===== config.mk =====
export PLATFORM = sky130hd
export DESIGN_NAME = tlbrl_top
export DESIGN_NICKNAME = d
export VERILOG_FILES = /design/src/hw/tlbrl_pkg.sv /design/src/hw/tlbrl_top.sv /design/src/hw/tlbrl_group_addr.sv
export SDC_FILE = /design/constraint.sdc
export NUM_CORES = 1
export LEC_CHECK = 0
export ABC_AREA = 1
export BUFFER_PORTS_ARGS = -buffer_cell sky130_fd_sc_hd__clkbuf_2
export CAP_MARGIN = 30
export CELL_PAD_IN_SITES_DETAIL_PLACEMENT = 0
export CELL_PAD_IN_SITES_GLOBAL_PLACEMENT = 1
export CORE_ASPECT_RATIO = 0.8
export CORE_MARGIN = 4
export CORE_UTILIZATION = 38
export CTS_BUF_LIST = sky130_fd_sc_hd__clkbuf_4 sky130_fd_sc_hd__clkbuf_8 sky130_fd_sc_hd__clkbuf_16
export CTS_CLUSTER_DIAMETER = 150
export CTS_CLUSTER_SIZE = 28
export DETAILED_ROUTE_END_ITERATION = 8
export PLACE_DENSITY_LB_ADDON = 0.12
export RECOVER_POWER = 100
export SYNTH_ARGS = -nofsm -noshare
export SYNTH_HDL_FRONTEND = slang
export SYNTH_SLANG_ARGS = --single-unit

===== constraint.sdc =====
create_clock -name pclk -period 1.5 [get_ports pclk]
set_clock_uncertainty 0.1 [all_clocks]
set_input_delay 0.075 -clock pclk [delete_from_list [all_inputs] [get_ports pclk]]
set_output_delay 0.075 -clock pclk [all_outputs]
set_load 0.02 [all_outputs]

===== src/hw/tlbrl_pkg.sv =====
/*
 * Package for the TLB miss reload support block: register offsets,
 * field positions, reset values and the carrier structs.
 * Assumes a 32-bit APB register bus and big-endian bit numbering
 * in the field comments (bit 0 is the most significant bit).
 */
package tlbrl_pkg;

    // Register byte offsets on the APB window
    localparam logic [7:0] TLBRL_OFS_DATA_MISS = 8'h00;
    localparam logic [7:0] TLBRL_OFS_INSTR_MISS = 8'h04;
    localparam logic [7:0] TLBRL_OFS_DATA_CMP = 8'h08;
    localparam logic [7:0] TLBRL_OFS_INSTR_CMP = 8'h0C;
    localparam logic [7:0] TLBRL_OFS_PRI_GROUP = 8'h10;
    localparam logic [7:0] TLBRL_OFS_SEC_GROUP = 8'h14;
    localparam logic [7:0] TLBRL_OFS_PHYS_ADDR = 8'h18;
    localparam logic [7:0] TLBRL_OFS_TABLE_BASE = 8'h1C;
    localparam logic [7:0] TLBRL_OFS_SAVED_STATE = 8'h20;

    // Compare word fields (bit 0 = [31])
    localparam int TLBRL_CMP_VALID_POS = 31;
    localparam int TLBRL_CMP_VIRTUAL_SEGMENT_ID_LSB = 7;
    localparam int TLBRL_CMP_HASH_ID_POS = 6;
    localparam int TLBRL_CMP_API_LSB = 0;
    // Abbreviated page index inside the effective address
    localparam int TLBRL_EA_API_LSB = 22;
    // Group address fields
    localparam int TLBRL_GRP_ORIGIN_LSB = 25;
    localparam int TLBRL_GRP_HASHED_LSB = 6;
    // Physical address register: reserved bits read as zero
    localparam logic [31:0] TLBRL_PHYS_MASK = 32'hFFFFF1FB;
    // Saved state word bits held here, low-bit order
    localparam int TLBRL_SS_WAY_POS = 0;
    localparam int TLBRL_SS_INSTR_POS = 1;
    localparam int TLBRL_SS_LOAD_POS = 2;
    localparam logic [31:0] TLBRL_RESET_WORD = 32'h00000000;

    typedef struct packed {
        logic instr;
        logic load;
        logic [31:0] ea;
        logic [23:0] virtual_segment_id;
        logic lru_way;
        logic [18:0] pri_hash;
        logic [18:0] sec_hash;
    } tlbrl_miss_s;

    typedef struct packed {
        logic valid;
        logic instr;
        logic way;
        logic [31:0] ea;
        logic [31:0] word0;
        logic [31:0] word1;
    } tlbrl_tlb_write_s;

    // Compare word for a freshly missed access
    function automatic logic [31:0] tlbrl_cmp_word(
        input logic [23:0] virtual_segment_id,
        input logic [31:0] ea
    );
        logic [31:0] w;
        w = TLBRL_RESET_WORD;
        w[TLBRL_CMP_VALID_POS] = 1'b1;
        w[TLBRL_CMP_VIRTUAL_SEGMENT_ID_LSB +: 24] = virtual_segment_id;
        w[TLBRL_CMP_HASH_ID_POS] = 1'b0;
        w[TLBRL_CMP_API_LSB +: 6] = ea[TLBRL_EA_API_LSB +: 6];
        return w;
    endfunction : tlbrl_cmp_word

endpackage : tlbrl_pkg


===== src/hw/tlbrl_top.sv =====
/*
 * TLB miss reload support: captures miss state, builds compare words
 * and group addresses, and merges the compare words into TLB loads.
 * Assumes a core that drops a miss request before it is taken and an APB
 * master that marks supervisor accesses with pprot[0].
 */
`timescale 1ns/1ps

module tlbrl_top
    import tlbrl_pkg::*;
(
    // Clock and reset
    input wire logic pclk,
    input wire logic presetn,
    // APB slave
    input wire logic psel,
    input wire logic penable,
    input wire logic pwrite,
    input wire logic [7:0] paddr,
    input wire logic [31:0] pwdata,
    input wire logic [2:0] pprot,
    output logic [31:0] prdata,
    output logic pready,
    output logic pslverr,
    // Miss request from the translation path
    input wire logic miss_req,
    input wire tlbrl_miss_s miss_info,
    input wire logic older_done,
    output logic miss_taken,
    // TLB load instruction
    input wire logic tlb_load,
    input wire logic tlb_load_instr,
    input wire logic [31:0] tlb_load_ea,
    output tlbrl_tlb_write_s tlb_wr
);

    typedef enum logic [1:0] {ST_IDLE, ST_DRAIN} tlbrl_state_e;

    tlbrl_state_e state_r, state_nxt;
    tlbrl_miss_s pend_r, pend_nxt;
    logic taken_r, taken_nxt;

    logic [31:0] dmiss_r, dmiss_nxt;
    logic [31:0] imiss_r, imiss_nxt;
    logic [31:0] data_miss_compare_word_r, data_miss_compare_word_nxt;
    logic [31:0] instr_miss_compare_word_r, instr_miss_compare_word_nxt;
    logic [31:0] pri_r, pri_nxt;
    logic [31:0] sec_r, sec_nxt;
    logic [31:0] phys_r, phys_nxt;
    logic [31:0] tbase_r, tbase_nxt;
    logic [2:0] saved_r, saved_nxt;
    tlbrl_tlb_write_s wr_r, wr_nxt;

    logic [31:0] prdata_r, prdata_nxt;
    logic pready_r, pready_nxt;
    logic pslverr_r, pslverr_nxt;

    logic commit;
    logic setup;
    logic wr_ok;
    logic addr_hit;
    logic [31:0] rd_word;
    logic [31:0] grp_pri;
    logic [31:0] grp_sec;

    // Group addresses from the pending miss, formatted once
    tlbrl_group_addr u_group_addr (
        .origin(tbase_r[31:25]),
        .pri_hash(pend_r.pri_hash),
        .sec_hash(pend_r.sec_hash),
        .pri_addr(grp_pri),
        .sec_addr(grp_sec)
    );

    // Miss sequencing
    always_comb
    begin
        state_nxt = state_r;
        pend_nxt = pend_r;
        taken_nxt = 1'b0;
        commit = 1'b0;
        case (state_r)
            ST_IDLE:
            begin
                if (miss_req)
                begin
                    pend_nxt = miss_info;
                    state_nxt = ST_DRAIN;
                end
            end
            ST_DRAIN:
            begin
                // Older work must retire first
                if (older_done)
                begin
                    commit = 1'b1;
                    taken_nxt = 1'b1;
                    state_nxt = ST_IDLE;
                end
            end
            default:
            begin
                state_nxt = ST_IDLE;
            end
        endcase
    end

    always_ff @(posedge pclk or negedge presetn)
    begin
        if (!presetn)
        begin
            state_r <= ST_IDLE;
            pend_r <= '0;
            taken_r <= 1'b0;
        end
        else
        begin
            state_r <= state_nxt;
            pend_r <= pend_nxt;
            taken_r <= taken_nxt;
        end
    end

    // APB decode; non-supervisor accesses are refused
    always_comb
    begin
        setup = psel && !penable;
        wr_ok = psel && penable && pready_r && pwrite && !pslverr_r;
        addr_hit = 1'b1;
        case (paddr)
            TLBRL_OFS_DATA_MISS: rd_word = dmiss_r;
            TLBRL_OFS_INSTR_MISS: rd_word = imiss_r;
            TLBRL_OFS_DATA_CMP: rd_word = data_miss_compare_word_r;
            TLBRL_OFS_INSTR_CMP: rd_word = instr_miss_compare_word_r;
            TLBRL_OFS_PRI_GROUP: rd_word = pri_r;
            TLBRL_OFS_SEC_GROUP: rd_word = sec_r;
            TLBRL_OFS_PHYS_ADDR: rd_word = phys_r;
            TLBRL_OFS_TABLE_BASE: rd_word = tbase_r;
            TLBRL_OFS_SAVED_STATE: rd_word = {29'h0, saved_r};
            default:
            begin
                rd_word = TLBRL_RESET_WORD;
                addr_hit = 1'b0;
            end
        endcase
        pready_nxt = setup;
        pslverr_nxt = setup && (!addr_hit || !pprot[0]);
        prdata_nxt = (setup && !pwrite && addr_hit && pprot[0]) ?
            rd_word : TLBRL_RESET_WORD;
    end

    // Register file; hardware capture wins over a same-cycle write
    always_comb
    begin
        dmiss_nxt = dmiss_r;
        imiss_nxt = imiss_r;
        data_miss_compare_word_nxt = data_miss_compare_word_r;
        instr_miss_compare_word_nxt = instr_miss_compare_word_r;
        pri_nxt = pri_r;
        sec_nxt = sec_r;
        phys_nxt = phys_r;
        tbase_nxt = tbase_r;
        saved_nxt = saved_r;
        if (wr_ok)
        begin
            case (paddr)
                TLBRL_OFS_DATA_MISS: dmiss_nxt = pwdata;
                TLBRL_OFS_INSTR_MISS: imiss_nxt = pwdata;
                TLBRL_OFS_DATA_CMP: data_miss_compare_word_nxt = pwdata;
                TLBRL_OFS_INSTR_CMP: instr_miss_compare_word_nxt = pwdata;
                // Reserved bits never stored
                TLBRL_OFS_PHYS_ADDR: phys_nxt = pwdata & TLBRL_PHYS_MASK;
                TLBRL_OFS_TABLE_BASE: tbase_nxt = pwdata;
                // Way and cause bits override by software
                TLBRL_OFS_SAVED_STATE: saved_nxt = pwdata[2:0];
                default:
                begin
                    saved_nxt = saved_r;
                end
            endcase
        end
        if (commit)
        begin
            if (pend_r.instr)
            begin
                imiss_nxt = pend_r.ea;
                instr_miss_compare_word_nxt = tlbrl_cmp_word(pend_r.virtual_segment_id, pend_r.ea);
            end
            else
            begin
                dmiss_nxt = pend_r.ea;
                data_miss_compare_word_nxt = tlbrl_cmp_word(pend_r.virtual_segment_id, pend_r.ea);
            end
            // Only hardware loads the group addresses: RO to software
            pri_nxt = grp_pri;
            sec_nxt = grp_sec;
            saved_nxt[TLBRL_SS_WAY_POS] = pend_r.lru_way;
            saved_nxt[TLBRL_SS_INSTR_POS] = pend_r.instr;
            saved_nxt[TLBRL_SS_LOAD_POS] = pend_r.load;
        end
    end

    // TLB load merge
    always_comb
    begin
        wr_nxt = '0;
        if (tlb_load)
        begin
            wr_nxt.valid = 1'b1;
            wr_nxt.instr = tlb_load_instr;
            wr_nxt.way = saved_r[TLBRL_SS_WAY_POS];
            wr_nxt.ea = tlb_load_ea;
            wr_nxt.word0 = tlb_load_instr ? instr_miss_compare_word_r : data_miss_compare_word_r;
            wr_nxt.word1 = phys_r;
        end
    end

    always_ff @(posedge pclk or negedge presetn)
    begin
        if (!presetn)
        begin
            dmiss_r <= TLBRL_RESET_WORD;
            imiss_r <= TLBRL_RESET_WORD;
            data_miss_compare_word_r <= TLBRL_RESET_WORD;
            instr_miss_compare_word_r <= TLBRL_RESET_WORD;
            pri_r <= TLBRL_RESET_WORD;
            sec_r <= TLBRL_RESET_WORD;
            phys_r <= TLBRL_RESET_WORD;
            tbase_r <= TLBRL_RESET_WORD;
            saved_r <= 3'h0;
            wr_r <= '0;
            prdata_r <= TLBRL_RESET_WORD;
            pready_r <= 1'b0;
            pslverr_r <= 1'b0;
        end
        else
        begin
            dmiss_r <= dmiss_nxt;
            imiss_r <= imiss_nxt;
            data_miss_compare_word_r <= data_miss_compare_word_nxt;
            instr_miss_compare_word_r <= instr_miss_compare_word_nxt;
            pri_r <= pri_nxt;
            sec_r <= sec_nxt;
            phys_r <= phys_nxt;
            tbase_r <= tbase_nxt;
            saved_r <= saved_nxt;
            wr_r <= wr_nxt;
            prdata_r <= prdata_nxt;
            pready_r <= pready_nxt;
            pslverr_r <= pslverr_nxt;
        end
    end

    assign prdata = prdata_r;
    assign pready = pready_r;
    assign pslverr = pslverr_r;
    assign miss_taken = taken_r;
    assign tlb_wr = wr_r;
endmodule : tlbrl_top


===== src/hw/tlbrl_group_addr.sv =====
/*
 * Formats the primary and secondary page table group addresses from
 * the table origin and the hashed bits computed elsewhere in the MMU.
 * Assumes the hashed bits belong to the captured miss address.
 */
`timescale 1ns/1ps
module tlbrl_group_addr
    import tlbrl_pkg::*;
(
    // Table origin, upper seven bits
    input wire logic [6:0] origin,
    // Hashed group bits
    input wire logic [18:0] pri_hash,
    input wire logic [18:0] sec_hash,
    // Formatted addresses
    output logic [31:0] pri_addr,
    output logic [31:0] sec_addr
);

    function automatic logic [31:0] tlbrl_fmt(
        input logic [6:0] org,
        input logic [18:0] hashed
    );
        logic [31:0] w;
        w = TLBRL_RESET_WORD;
        w[TLBRL_GRP_ORIGIN_LSB +: 7] = org;
        w[TLBRL_GRP_HASHED_LSB +: 19] = hashed;
        return w;
    endfunction : tlbrl_fmt

    always_comb
    begin
        pri_addr = tlbrl_fmt(origin, pri_hash);
        sec_addr = tlbrl_fmt(origin, sec_hash);
    end

endmodule : tlbrl_group_addr


# Word-level counts from Yosys, hierarchy flattened
# Index checks and enable logic that the tools add are counted.
# W data, S select, Z words.
dict set report word_totals {
  out_inout_bits 134
  register_bits 476
  in_bits 181
}
dict set report classes {
  eq_ne 11
  muxes 29
  n_reduce_logical 25
}
# cell count
set ops {}
lappend ops {{$mux W32} 18}
lappend ops {{$pmux W32 S9} 1}
lappend ops {{$mux W99} 1}
lappend ops {{$eq A8 B5 Y1 const B} 4}
lappend ops {{$eq A8 B4 Y1 const B} 2}
lappend ops {{$reduce_and A2 Y1} 5}
lappend ops {{$logic_and A1 B1 Y1} 9}
lappend ops {{$mux W3} 3}
lappend ops {{$reduce_or A9 Y1} 1}
lappend ops {{$eq A8 B3 Y1 const B} 1}
lappend ops {{$eq A8 B6 Y1 const B} 1}
lappend ops {{$logic_not A8 Y1} 1}
lappend ops {{$logic_not A1 Y1} 5}
lappend ops {{$mux W2} 2}
lappend ops {{$ne A2 B2 Y1 const B} 2}
lappend ops {{$pmux W2 S2} 1}
lappend ops {{$reduce_bool A2 Y1} 2}
lappend ops {{$mux W1} 3}
lappend ops {{$eq A2 B1 Y1 const B} 1}
lappend ops {{$logic_not A2 Y1} 1}
lappend ops {{$logic_or A1 B1 Y1} 1}

# Logic depth before layout (Yosys ltp)
# Gate-level depths: netlist (run 1).
dict set report logic_depth {
  word_depth 7
  mapped_depth 12
  ltp_nobuf 10
}

# By module
# Synthesis (run 1) repeated with hierarchy kept, for this count alone.
dict set report hier_totals {
  cells_unflattened 2345
  hier_area_um2 21112.7
}
# module n_inst area_per_inst_um2 cells_each
set modules_own_cells {}
lappend modules_own_cells {tlbrl_top 1 20628.5 2280}
lappend modules_own_cells {tlbrl_group_addr 1 484.2 65}

# Least setup slack after synthesis (run 1)
# OpenSTA, ideal clock, no wires.
dict set report synth_path {
  kind {register to register}
  startpoint {register pready_r (netlist: pready)}
  endpoint {register imiss_r[17]}
  t_arrival_ns 1.484
  path_buffers 2
  required_ns 1.265
  setup_slack_ns -0.219
  synth_period_minus_slack_ns 1.719
  stages_incl_launch_ff 10
  path_cell_list {dfrtp_1 nand2_1 nor2_1 nand3_1 nor2_1 buf_4 buf_6 nand2_1 o21ai_0 o21ai_0}
}
dict set report synth_between {
  elab_chain_len 6
}
# element line
set synth_rtl {}
lappend synth_rtl {{start, declared} tlbrl_top.sv:55} ;# logic pready_r, pready_nxt;
lappend synth_rtl {{start signal, assigned} tlbrl_top.sv:249} ;# pready_r <= pready_nxt;
lappend synth_rtl {{$logic_and A1 B1 Y1 * (3 in a row)} tlbrl_top.sv:128} ;# wr_ok = psel && penable && pready_r && pwrite && !pslverr_r;
lappend synth_rtl {{$mux W32 *} tlbrl_top.sv:164} ;# if (wr_ok)
lappend synth_rtl {{$mux W32} tlbrl_top.sv:184} ;# if (pend_r.instr)
lappend synth_rtl {{$mux W32 *} tlbrl_top.sv:182} ;# if (commit)
lappend synth_rtl {{net imiss_nxt[17]} tlbrl_top.sv:44} ;# logic [31:0] imiss_r, imiss_nxt;
lappend synth_rtl {{end signal, assigned} tlbrl_top.sv:239} ;# imiss_r <= imiss_nxt;
lappend synth_rtl {{end, declared} tlbrl_top.sv:44}
# Mark *: on every way through the listed nets, which the timed path passes. The rest lies on a longest branch.
# A chain may end at the register's enable or synchronous reset.

# Worst setup path after layout (run 1)
dict set report layout_path {
  startpoint {register pslverr_r (netlist: pslverr)}
  endpoint {register instr_miss_compare_word_r[31]}
}
dict set report layout_between {
  elab_chain_len 5
}
# element line
set layout_rtl {}
lappend layout_rtl {{start, declared} tlbrl_top.sv:56} ;# logic pslverr_r, pslverr_nxt;
lappend layout_rtl {{start signal, assigned} tlbrl_top.sv:250} ;# pslverr_r <= pslverr_nxt;
lappend layout_rtl {{$logic_not A1 Y1 *} tlbrl_top.sv:128}
lappend layout_rtl {{$logic_and A1 B1 Y1 *} tlbrl_top.sv:128}
lappend layout_rtl {{$mux W32 *} tlbrl_top.sv:164}
lappend layout_rtl {{$mux W32} tlbrl_top.sv:184}
lappend layout_rtl {{$mux W32 *} tlbrl_top.sv:182}
lappend layout_rtl {{net instr_miss_compare_word_nxt[31]} tlbrl_top.sv:46} ;# logic [31:0] instr_miss_compare_word_r, instr_miss_compare_word_nxt;
lappend layout_rtl {{end signal, assigned} tlbrl_top.sv:241} ;# instr_miss_compare_word_r <= instr_miss_compare_word_nxt;
lappend layout_rtl {{end, declared} tlbrl_top.sv:46}
# Marks and branches as above.

==> out/qor.csv, run 1 <==
metric;value;unit
critical_path_peak_fanout;7;
power_leakage;14.2;nW
vdd_drop_max;0.890;mV
cp-start-kind;flip-flop;
clock_latency;590;ps
area_growth;40.2;%
grt_pass1_vias;18091;
cts.clk_slew.worst_paths;130;ps
rsz0062_at_grt;true;
reg2reg_slack;-230;ps
min_period;1730;ps
crit_type;reg2reg;
coreArea;52400;um2
cts_sinks;464;
drt_first_pass_iters;6;
critPathArrivalTime;2100;ps
htreeDepth;1;
first_iter_violations;1462;
layout_common_cells;618 x nand2_1, 462 x dfrtp_1, 304 x clkbuf_2;
ioPinCount;315;
syn-mean-instance-area;8.47;um2
fp-row-count;75;
maxCapViolations;0;
syn_area;20100;um2
postLayoutSetupSlackWorst;-229;ps
start_util;38.4;%
vias;18354;
finalSetupViolCount;238;
syn_inst;2370;
synth_largest_area_cell;dfrtp_1;
hold_viol;0;
die_area;56600;um2
hp-class;in2reg;
drive_above_1_share;28.0;%
track_usage;24.9;%
layout_commonest_cell;nand2_1;
endpoint;instr_miss_compare_word_r[31];
netlist.area_leader.share;57.8;%
total_power;30.6;mW
nNetsFinal;3125;
met2_usage;44.1;%
wl_per_cell;21.3;um
ant_nets;0;
numCtsBuffers;20;
drc;0;
cts_tree;built;
synth-seq-cells;464;
wl;77.4;mm
ys_seq_area_share;57.8;%
io_buffers;308;
cts_max_path_buffers;3;
timing.final.crit_share;115;%
min-delay-start;penable;
startpoint;pslverr;
crit_path_end_kind;flip-flop;
ys_types;25;
synth_area_leaders;dfrtp_1 58%, nand2_1 14%, o21ai_0 5.4%, inv_1 4.4%, nor2_1 4.1%;
antenna_found_initial;2;
vias_per_cell;5.04;
grt_busiest_layer;met2;
holdWs;108;ps
dp_hpwl;50.2;mm
ys_warn_count;0;
gp_congestion;0.885;
gr-usage-met3;2.63;%
regToRegStartpoint;pslverr;
die_h;214;um
use_met1;33.0;%
ff2ff_path_depth;7;
final-max-slew-violation-count;0;
power.density;1080;nW/um2
fp.dieW;265;um
r2r_end;instr_miss_compare_word_r[31];
status;complete, but fails checks;
worstPathRequired;1870;ps
violations;setup timing;
grt_max_degree;60;
fmax;579;MHz
grt_pass1_wl;108;mm
grt_overflow_total;0;
nFillCells;4820;
cts_root_buf;clkbuf_16;
-- per-stage QoR --
| stage | cell area (um2) | utilization, % | setup TNS, ps | std cells | setup slack (ps) |
|---|---|---|---|---|---|
| CTS | 26500 | 50.6 | -11430 | 3597 | -129 |
| finish | 28200 | 53.8 | -27720 | 3639 | -229 |
| global placement | 23700 | 45.3 | -30840 | 3385 | -246 |
| detailed placement | 23700 | 45.3 | -33700 | 3385 | -267 |
| global route | 28200 | 53.8 | -37800 | 3639 | -233 |
| floorplan | 20200 | - | -3310 | 2373 | -64.4 |
-- layout make-up --
class                           count  area, um2  area share [%]
Multi-Input combinational cell   1537       7950            28.2
Clock inverter                      1       16.3          0.0578
Tap cell                          693        867            3.08
Inverter                          238        896            3.18
Clock buffer                       22        533            1.89
Timing Repair Buffer              683       6280            22.3
Sequential cell                   464      11600            41.2
Antenna cell                        1       2.50         0.00889
-- registers in the layout (all words and copies together) (netlist names) --
register	flops
saved_r	3
pslverr	1
pend_r	97
dmiss_r	32
imiss_r	32
miss_taken	1
state_r	1
sec_r	26
instr_miss_compare_word_r	32
prdata	32
data_miss_compare_word_r	32
pready	1
phys_r	28
pri_r	19
tbase_r	32
tlb_wr	95
-- repair_timing --
item	CTS	global route
setup buffers	6	9
pin swaps	3	39
hold buffers	173	1
hold endpoints to repair	840	14
gates resized for setup	72	287
setup endpoints to repair	161	272
gates cloned	10	35
-- synth_stat cells (all sizes together) --
cell    count
a21oi      44
buf        69
clkbuf     67
inv       238
dfrtp     464
nand4       5
nand2     735
o21ai     336
nor2      230
conb        1
a31oi      27
nand3      89
nor3        4
mux2       61
-- how the worst min path moves through the flow --
stage	to	slack, ps	depth (start not counted)
after floorplan	data_miss_compare_word_r[0]	-320	0
after global placement	tlb_wr[97]	-140	1
after detailed placement	tlb_wr[94]	-140	1
after CTS	pend_r[86]	40	3
after global routing	instr_miss_compare_word_r[5]	100	6
final	imiss_r[19]	110	6
-- metal layers --
layer | routed length [um] | up-vias
met5 | 0 | -
met4 | 2110 | 0
met3 | 4520 | 99
met2 | 38200 | 601
met1 | 32600 | 9077
li1 | - | 8577
-- worst max-delay path: stages, from the launching register on --
cell and delay (ps):
dfrtp_2 460, buf_6 130, nor3_4 200, buf_12 200, nand2_8 100, clkbuf_16 200
a21oi_1 140, o21ai_1 80
-- where the power goes --
group	internal [mW]	leakage (nW)	switching, mW
sequential	15.3	5.84	2.14
combinational	3.09	8.11	3.37
clock	2.58	0.270	4.10
-- logic make-up (layout without fill, tap and decap cells) --
| family | Yosys count | after routing | synth area share (%) |
|---|---|---|---|
| mux | 61 | 61 | 3.42 |
| flops | 464 | 464 | 57.8 |
| compound gates | 407 | 407 | 10.3 |
| other cells | 1 | 5 | 0.0187 |
| simple gates | 1063 | 1065 | 20.8 |
| buf+inv | 374 | 944 | 7.61 |
Power figures use the tool's default switching activity.
==> run 2: changes to the inputs <==
--- a/config.mk
+++ b/config.mk
@@ -5,14 +5,13 @@
 export SDC_FILE = /design/constraint.sdc
 export NUM_CORES = 1
 export LEC_CHECK = 0
-export ABC_AREA = 1
-export BUFFER_PORTS_ARGS = -buffer_cell sky130_fd_sc_hd__clkbuf_2
+export BUFFER_PORTS_ARGS = -buffer_cell sky130_fd_sc_hd__buf_2
 export CAP_MARGIN = 30
 export CELL_PAD_IN_SITES_DETAIL_PLACEMENT = 0
 export CELL_PAD_IN_SITES_GLOBAL_PLACEMENT = 1
 export CORE_ASPECT_RATIO = 0.8
 export CORE_MARGIN = 4
-export CORE_UTILIZATION = 38
+export CORE_UTILIZATION = 42
 export CTS_BUF_LIST = sky130_fd_sc_hd__clkbuf_4 sky130_fd_sc_hd__clkbuf_8 sky130_fd_sc_hd__clkbuf_16
 export CTS_CLUSTER_DIAMETER = 150
 export CTS_CLUSTER_SIZE = 28
@@ -21,4 +20,5 @@
 export RECOVER_POWER = 100
 export SYNTH_ARGS = -nofsm -noshare
 export SYNTH_HDL_FRONTEND = slang
+export SYNTH_HIERARCHICAL = 1
 export SYNTH_SLANG_ARGS = --single-unit
==> run 2 against run 1 <==
Against the previous run:
- the run still ends with setup timing left
- cell count fell by 19%
- sequential power rose by 7%
- first-iteration DRC count fell by 20%
- largest cell class unchanged
- highest routed layer unchanged
==> out/qor.csv, run 2 <==
metric;value;unit;change
synth_common_cells;483 x dfrtp_1, 218 x mux2_2, 186 x mux2i_1;;
p_comb_share;27.4;%;+6.2 points
synth_top_family_by_area;multiplexers;;
largest_reg_flops;97;;unchanged
drive_above_1_share;32.8;%;+4.9 points
nNetsFinal;2449;;-22%
synth_largest_area_cell;dfrtp_1;;
vias_per_cell;5.38;;+6.6%
numCtsBuffers;21;;+5.0%
ys_seq_area_share;56.9;%;-0.95 points
min_period;1850;ps;+121 ps
layout_common_cells;482 x dfrtp_1, 204 x dlygate4sd3_1, 185 x mux2i_1;;
htreeDepth;1;;unchanged
regToRegStartpoint;pslverr;;
holdWs;33.0;ps;-74.9 ps
grt_pass1_wl;109;mm;+0.54%
synthAdderAreaFrac;0;%;unchanged
power.density;1220;nW/um2;+13%
crit_type;reg2reg;;
ant_nets;0;;unchanged
cts_sinks;483;;+4.1%
slowest_delay;390;ps;-70 ps
placed_cells;2649;;-22%
violations;setup timing;;
grt_pass1_vias;16328;;-9.7%
synth-seq-cells;483;;+4.1%
grt_max_degree;65;;+8.3%
timing.final.crit_share;123;%;+8.1 points
final_cells;2943;;-19%
synth_area_leaders;dfrtp_1 57%, mux2_2 12%, mux2i_1 8.8%, a21oi_1 2.6%, buf_4 2.5%;;
cts_tree;built;;
crit_path_end_kind;flip-flop;;
diodes;0;;-1
synthXorXnorAreaFrac;0;%;unchanged
async_reset_ff_share;100;%;unchanged
worstMarginPinSlew;843;ps;
syn-mean-instance-area;12.8;um2;+51%
antenna_found_initial;1;;-1
final-max-slew-violation-count;0;;unchanged
setup-tns-final;-81670;ps;-53950 ps
startpoint;pslverr;;
status;complete, but fails checks;;
relSlewSlack;43.8;%;
vdd_drop_max;0.908;mV;+2.1%
hold_end;prdata[20];;
layout_commonest_cell;dfrtp_1;;
critPathArrivalTime;2210;ps;+110 ps
post-synth-top-count-cell;dfrtp_1;;
ys_warn_count;6;;+6
seq_power_share;53.1;%;-3.9 points
min_path_cells;6;;unchanged
maxCapViolations;0;;unchanged
hold_viol;0;;unchanged
fin_area;28800;um2;+2.4%
io_buffers;308;;unchanged
coreArea;49900;um2;-4.8%
synthFlopType;dfrtp_1;;
pre_cts_ws;-496;ps;-229 ps
start_util;42.6;%;+4.3 points
fp-row-count;73;;-2.7%
cts_max_path_buffers;3;;unchanged
die_h;209;um;-2.1%
vias;15828;;-14%
track_usage;26.8;%;+1.8 points
power_leakage;14.1;nW;-0.55%
wl_per_cell;25.9;um;+22%
r2r_end;imiss_r[0];;
clock_power_share;19.5;%;-2.4 points
clock_latency;590;ps;about the same
grt_overflow_total;0;;unchanged
total_power;35.2;mW;+15%
netlist.area_leader.share;56.9;%;-0.95 points
synth_enable_flop_cells;0;;unchanged
syn_inst;1661;;-30%
wl;76.4;mm;-1.4%
p_sw;11.4;mW;+19%
syn_area;21300;um2;+5.8%
fmax;541;MHz;-6.6%
reg2reg_slack;-350;ps;-120 ps
yosys.area_share.simple;7.59;%;-13 points
rsz0062_at_grt;true;;
postLayoutSetupSlackWorst;-350;ps;-121 ps
hp-class;in2reg;;
placed_cell_area;24600;um2;+3.4%
cp_num_buf_inv;2;;-1
cp_slowest_cell;dfrtp_1;;
first_iter_violations;1168;;-20%
path_cells;and4b_2 > buf_6 > nand4_4 > clkbuf_16 > mux2i_1 > a21oi_1;;
finalSetupViolCount;397;;+67%
worst_path_dominant_cell_family;simple AND/OR/NAND/NOR gates;;
worstPathRequired;1860;ps;about the same
cp-start-kind;flip-flop;;
fp.dieW;260;um;-2.1%
intPower;23.8;mW;+14%
critical_path_peak_fanout;8;;+1
final_core_util;57.8;%;+4.1 points
die_area;54300;um2;-4.1%
synth-compound-area-share;7.14;%;-3.2 points
min-delay-start;paddr[6];;
synth.area.mux_share;23.6;%;+20 points
largest-register;pend_r;;
area_growth;35.7;%;
ys_types;57;;+130%
drt_first_pass_iters;5;;-1
ff2ff_path_depth;6;;-1
cts.clk_slew.worst_paths;120;ps;about the same
drc;0;;unchanged
dp_hpwl;50.5;mm;+0.73%
cts_root_buf;clkbuf_16;;
gp_congestion;0.900;;+1.7%
ioPinCount;315;;unchanged
switching_share;32.5;%;+0.98 points
run 2: cell count changes after synthesis, moves of 57 or more:
cell	before	now
a21oi_1	44	110
and2_1	0	63
o21ai_1	118	28
nor2_1	220	70
inv_1	233	4
mux2i_1	0	186
o21ai_0	218	27
buf_4	14	71
mux2_2	61	218
nand3_1	88	6
nand2_1	733	79
run 2: kinds of logic after synthesis:
kind of cell	count (synthesis)
flops	483
mux	445
buf+inv	182
compound gates	249
other cells	2
simple gates	300
run 2: final cells by class:
cell class	count	area (um2)
fill	4287	21000
sequential	483	12100
multi-input combinational	1010	8970
timing repair buffer	745	6330
tap	675	845
clock buffer	21	526
clock inverter	2	38.8
inverter	6	35.0
timing repair inverter	1	20.0
run 2: worst register-to-register path: stages, from the launching register on:
cell       delay [ps]
dfrtp_1           390
and4b_2           340
buf_6             160
nand4_4           220
clkbuf_16         290
mux2i_1           170
a21oi_1            80
run 2: power by group through the flow:
stage	Combinational [mW]	Sequential [mW]	Clock (mW)
after CTS	9.14	18.6	7.07
after global routing	10.4	19.0	7.49
after detailed placement	7.90	18.8	0
final	9.65	18.7	6.87
after global placement	7.73	18.7	0
after floorplan	5.02	18.0	0
run 2: how the worst max path moves through the flow:
stage               cells past startpoint  slack, ps           to
floorplan                               6       -430  tbase_r[10]
global placement                        7       -510    prdata[5]
detailed placement                      7       -500    prdata[5]
CTS                                     6       -330  tbase_r[31]
global route                            7       -400  dmiss_r[21]
finish                                  6       -350   imiss_r[0]
run 2: metal layers:
layer / up-vias / part of all wire, % / track usage (%)
li1: 7000 / - / -
met1: 8256 / 48 / 42.8
met2: 495 / 43 / 38.6
met3: 77 / 6.6 / 4.69
met4: 0 / 2.0 / 4.65
met5: - / 0 / 0
run 2: repair_timing:
item / 4_1_cts / 5_1_grt
endpoints found under the hold margin: 871 / 12
gates cloned: 14 / 20
pin swaps: 4 / 51
setup buffers: 23 / 25
hold buffers: 205 / 1
resized for setup: 160 / 127
setup endpoints to repair: 357 / 388
==> run 3: changes to the inputs <==
--- a/config.mk
+++ b/config.mk
@@ -5,13 +5,14 @@
 export SDC_FILE = /design/constraint.sdc
 export NUM_CORES = 1
 export LEC_CHECK = 0
+export ABC_AREA = 1
 export BUFFER_PORTS_ARGS = -buffer_cell sky130_fd_sc_hd__buf_2
 export CAP_MARGIN = 30
 export CELL_PAD_IN_SITES_DETAIL_PLACEMENT = 0
 export CELL_PAD_IN_SITES_GLOBAL_PLACEMENT = 1
 export CORE_ASPECT_RATIO = 0.8
-export CORE_MARGIN = 4
-export CORE_UTILIZATION = 42
+export CORE_MARGIN = 2
+export CORE_UTILIZATION = 39
 export CTS_BUF_LIST = sky130_fd_sc_hd__clkbuf_4 sky130_fd_sc_hd__clkbuf_8 sky130_fd_sc_hd__clkbuf_16
 export CTS_CLUSTER_DIAMETER = 150
 export CTS_CLUSTER_SIZE = 28
==> run 3 against run 2 <==
Against the previous run:
- the run still ends with setup timing left
- highest routed layer is now met5
- critical path depth increased by 2
- sequential share of layout area increased by 1.7 points
- register-to-register slack improved by 130 ps
- largest cell class unchanged
- critical endpoint is now dmiss_r[6]
- combinational power decreased by 32%
- flip-flop and latch count unchanged
- first-iteration DRC count increased by 36%
- design area decreased by 3.9%
- power decreased by 10%
- synthesized cell count increased by 41%
==> out/qor.csv, run 3 <==
metric;value;unit;change
hold_viol;0;;unchanged
synth_enable_flop_cells;0;;unchanged
ioPinCount;315;;unchanged
first_iter_violations;1594;;+36%
cts_tree;built;;
synth_largest_area_cell;dfrtp_1;;
clock_power_share;22.1;%;+2.6 points
fp.dieW;264;um;+1.8%
vias_per_cell;5.21;;-3.0%
timing.final.crit_share;115;%;-8.6 points
wl_per_cell;21.9;um;-15%
total_power;31.6;mW;-10%
seq_power_share;57.2;%;+4.1 points
finalSetupViolCount;485;;+22%
critical_path_peak_fanout;6;;-2
crit_type;reg2reg;;
cts.clk_slew.worst_paths;120;ps;about the same
drt_first_pass_iters;5;;unchanged
ant_nets;0;;unchanged
cts_sinks;483;;unchanged
ys_seq_area_share;57.2;%;+0.38 points
vdd_drop_max;0.990;mV;+9.0%
largest_reg_flops;97;;unchanged
intPower;21.6;mW;-9.3%
grt_overflow_total;0;;unchanged
switching_share;31.6;%;-0.81 points
relSlewSlack;38.3;%;-5.6 points
synth_common_cells;621 x nand2_1, 483 x dfrtp_1, 187 x nand3_1;;
antenna_found_initial;3;;+2
maxCapViolations;0;;unchanged
clock_latency;600;ps;about the same
grt_max_degree;84;;+29%
final_cells;3562;;+21%
area_growth;31.4;%;
p_comb_share;20.8;%;-6.6 points
crit_path_end_kind;flip-flop;;
min_path_cells;7;;+1
p_sw;9.99;mW;-13%
wl;78.1;mm;+2.3%
track_usage;26.0;%;-0.81 points
nFillCells;5132;;+20%
numCtsBuffers;21;;unchanged
ys_types;25;;-56%
violations;setup timing;;
start_util;39.4;%;-3.2 points
synth-seq-cells;483;;unchanged
drc;0;;unchanged
grt_pass1_wl;111;mm;+1.5%
reg2reg_slack;-220;ps;+130 ps
top_layer_used;met5;;
cts_max_path_buffers;3;;unchanged
placed_cells;3310;;+25%
min_period;1720;ps;-129 ps
setup-tns-final;-37400;ps;+44270 ps
die_h;212;um;+1.4%
final-max-slew-violation-count;0;;unchanged
critPathArrivalTime;2080;ps;-130 ps
fmax;581;MHz;+7.5%
post-synth-top-count-cell;nand2_1;;
async_reset_ff_share;100;%;unchanged
cp-start-kind;flip-flop;;
syn_area;21100;um2;-0.66%
netlist.area_leader.share;57.2;%;+0.38 points
power.density;1140;nW/um2;-6.8%
dp_hpwl;50.3;mm;-0.53%
ys_warn_count;6;;unchanged
layout_commonest_cell;nand2_1;;
rsz0062_at_grt;true;;
pre_cts_ws;-247;ps;+249 ps
hp-class;in2reg;;
wl_met1;34.3;mm;-6.8%
layout_common_cells;576 x nand2_1, 481 x dfrtp_1, 188 x nand3_1, 188 x dlygate4sd3_1, 180 x buf_2;;
worstPathRequired;1860;ps;about the same
coreArea;53600;um2;+7.5%
status;complete, but fails checks;;
postLayoutSetupSlackWorst;-221;ps;+129 ps
largest-register;pend_r;;
synthFlopType;dfrtp_1;;
worstMarginPinSlew;926;ps;+83.6 ps
ff2ff_path_depth;8;;+2
gp_congestion;0.870;;-3.3%
cts_root_buf;clkbuf_16;;
met2_length;35.9;mm;+8.8%
drive_above_1_share;22.2;%;-11 points
grt_pass1_vias;18404;;+13%
diodes;0;;unchanged
power_leakage;13.2;nW;-6.7%
die_area;56000;um2;+3.2%
nNetsFinal;3040;;+24%
fp-row-count;76;;+4.1%
syn-mean-instance-area;9.00;um2;-30%
route.met3.wl;4.91;mm;-2.5%
final_core_util;51.7;%;-6.1 points
vias;18574;;+17%
syn_inst;2345;;+41%
io_buffers;308;;unchanged
synth_area_leaders;dfrtp_1 57%, nand2_1 11%, mux2_2 4.9%, nand3_1 4.4%, o21ai_0 4.4%;;
htreeDepth;1;;unchanged
[run 3: final cells by class]
type	instances	area (um2)	share of cell area (%)
timing repair inverter	2	25.0	0.0902
clock buffer	22	533	1.92
inverter	137	536	1.93
clock inverter	2	38.8	0.140
multi-input combinational	1525	7790	28.1
timing repair buffer	689	5850	21.1
tap	702	878	3.17
sequential	483	12100	43.6
[run 3: cell families after synthesis]
kind of cell	share of synthesized area, %
and+or+nand+nor	21.1
DFF	57.2
AOI/OAI and AO/OA	8.56
buffers and inverters	8.16
muxes	4.91
other	0.0356
[run 3: per-stage QoR]
step	hold slack (ps)	area, um2
final	69.9	27700
after global routing	69.5	27700
after CTS	-313	27100
after detailed placement	-139	24300
after global placement	-135	24300
after floorplan	-321	21200
[run 3: power by group through the flow]
stage | logic [mW] | clock network, mW | registers, mW
CTS | 6.18 | 7.17 | 17.9
detailed placement | 5.63 | 0 | 18.1
floorplan | 3.59 | 0 | 17.6
finish | 6.57 | 6.97 | 18.0
global placement | 5.48 | 0 | 18.1
global route | 7.32 | 7.61 | 18.4
[run 3: path summary, 6_finish.rpt]
kind	from	end
max in group asynchronous	presetn	pend_r[90]
max	pslverr	dmiss_r[6]
min	paddr[1]	tbase_r[9]
max reg2reg	pslverr	dmiss_r[6]
min reg2reg	pend_r[12]	sec_r[18]
min in group asynchronous	presetn	pend_r[91]
[run 3: critical path, stage by stage, from the launching register on]
cell and delay, ps:
dfrtp_2 440, nor2_4 130, nand3_4 180, nor2_4 190
buf_12 170, clkbuf_16 180, nand2_2 40, o21ai_1 80
o21ai_1 70
[run 3: timing repair]
action / 4_1_cts / 5_1_grt
setup endpoints to repair: 202 / 272
hold buffers: 187 / 2
pin swaps: 8 / 30
endpoints found under the hold margin: 935 / 20
gates resized for setup: 84 / 180
setup buffers: 5 / 7
gates cloned: 6 / 23
[run 3: metal layers]
layer / vias to the layer above / track usage (%)
li1: 8547 / -
met1: 9192 / 35.6
met2: 706 / 42.4
met3: 125 / 3.39
met4: 4 / 9.60
met5: - / 0
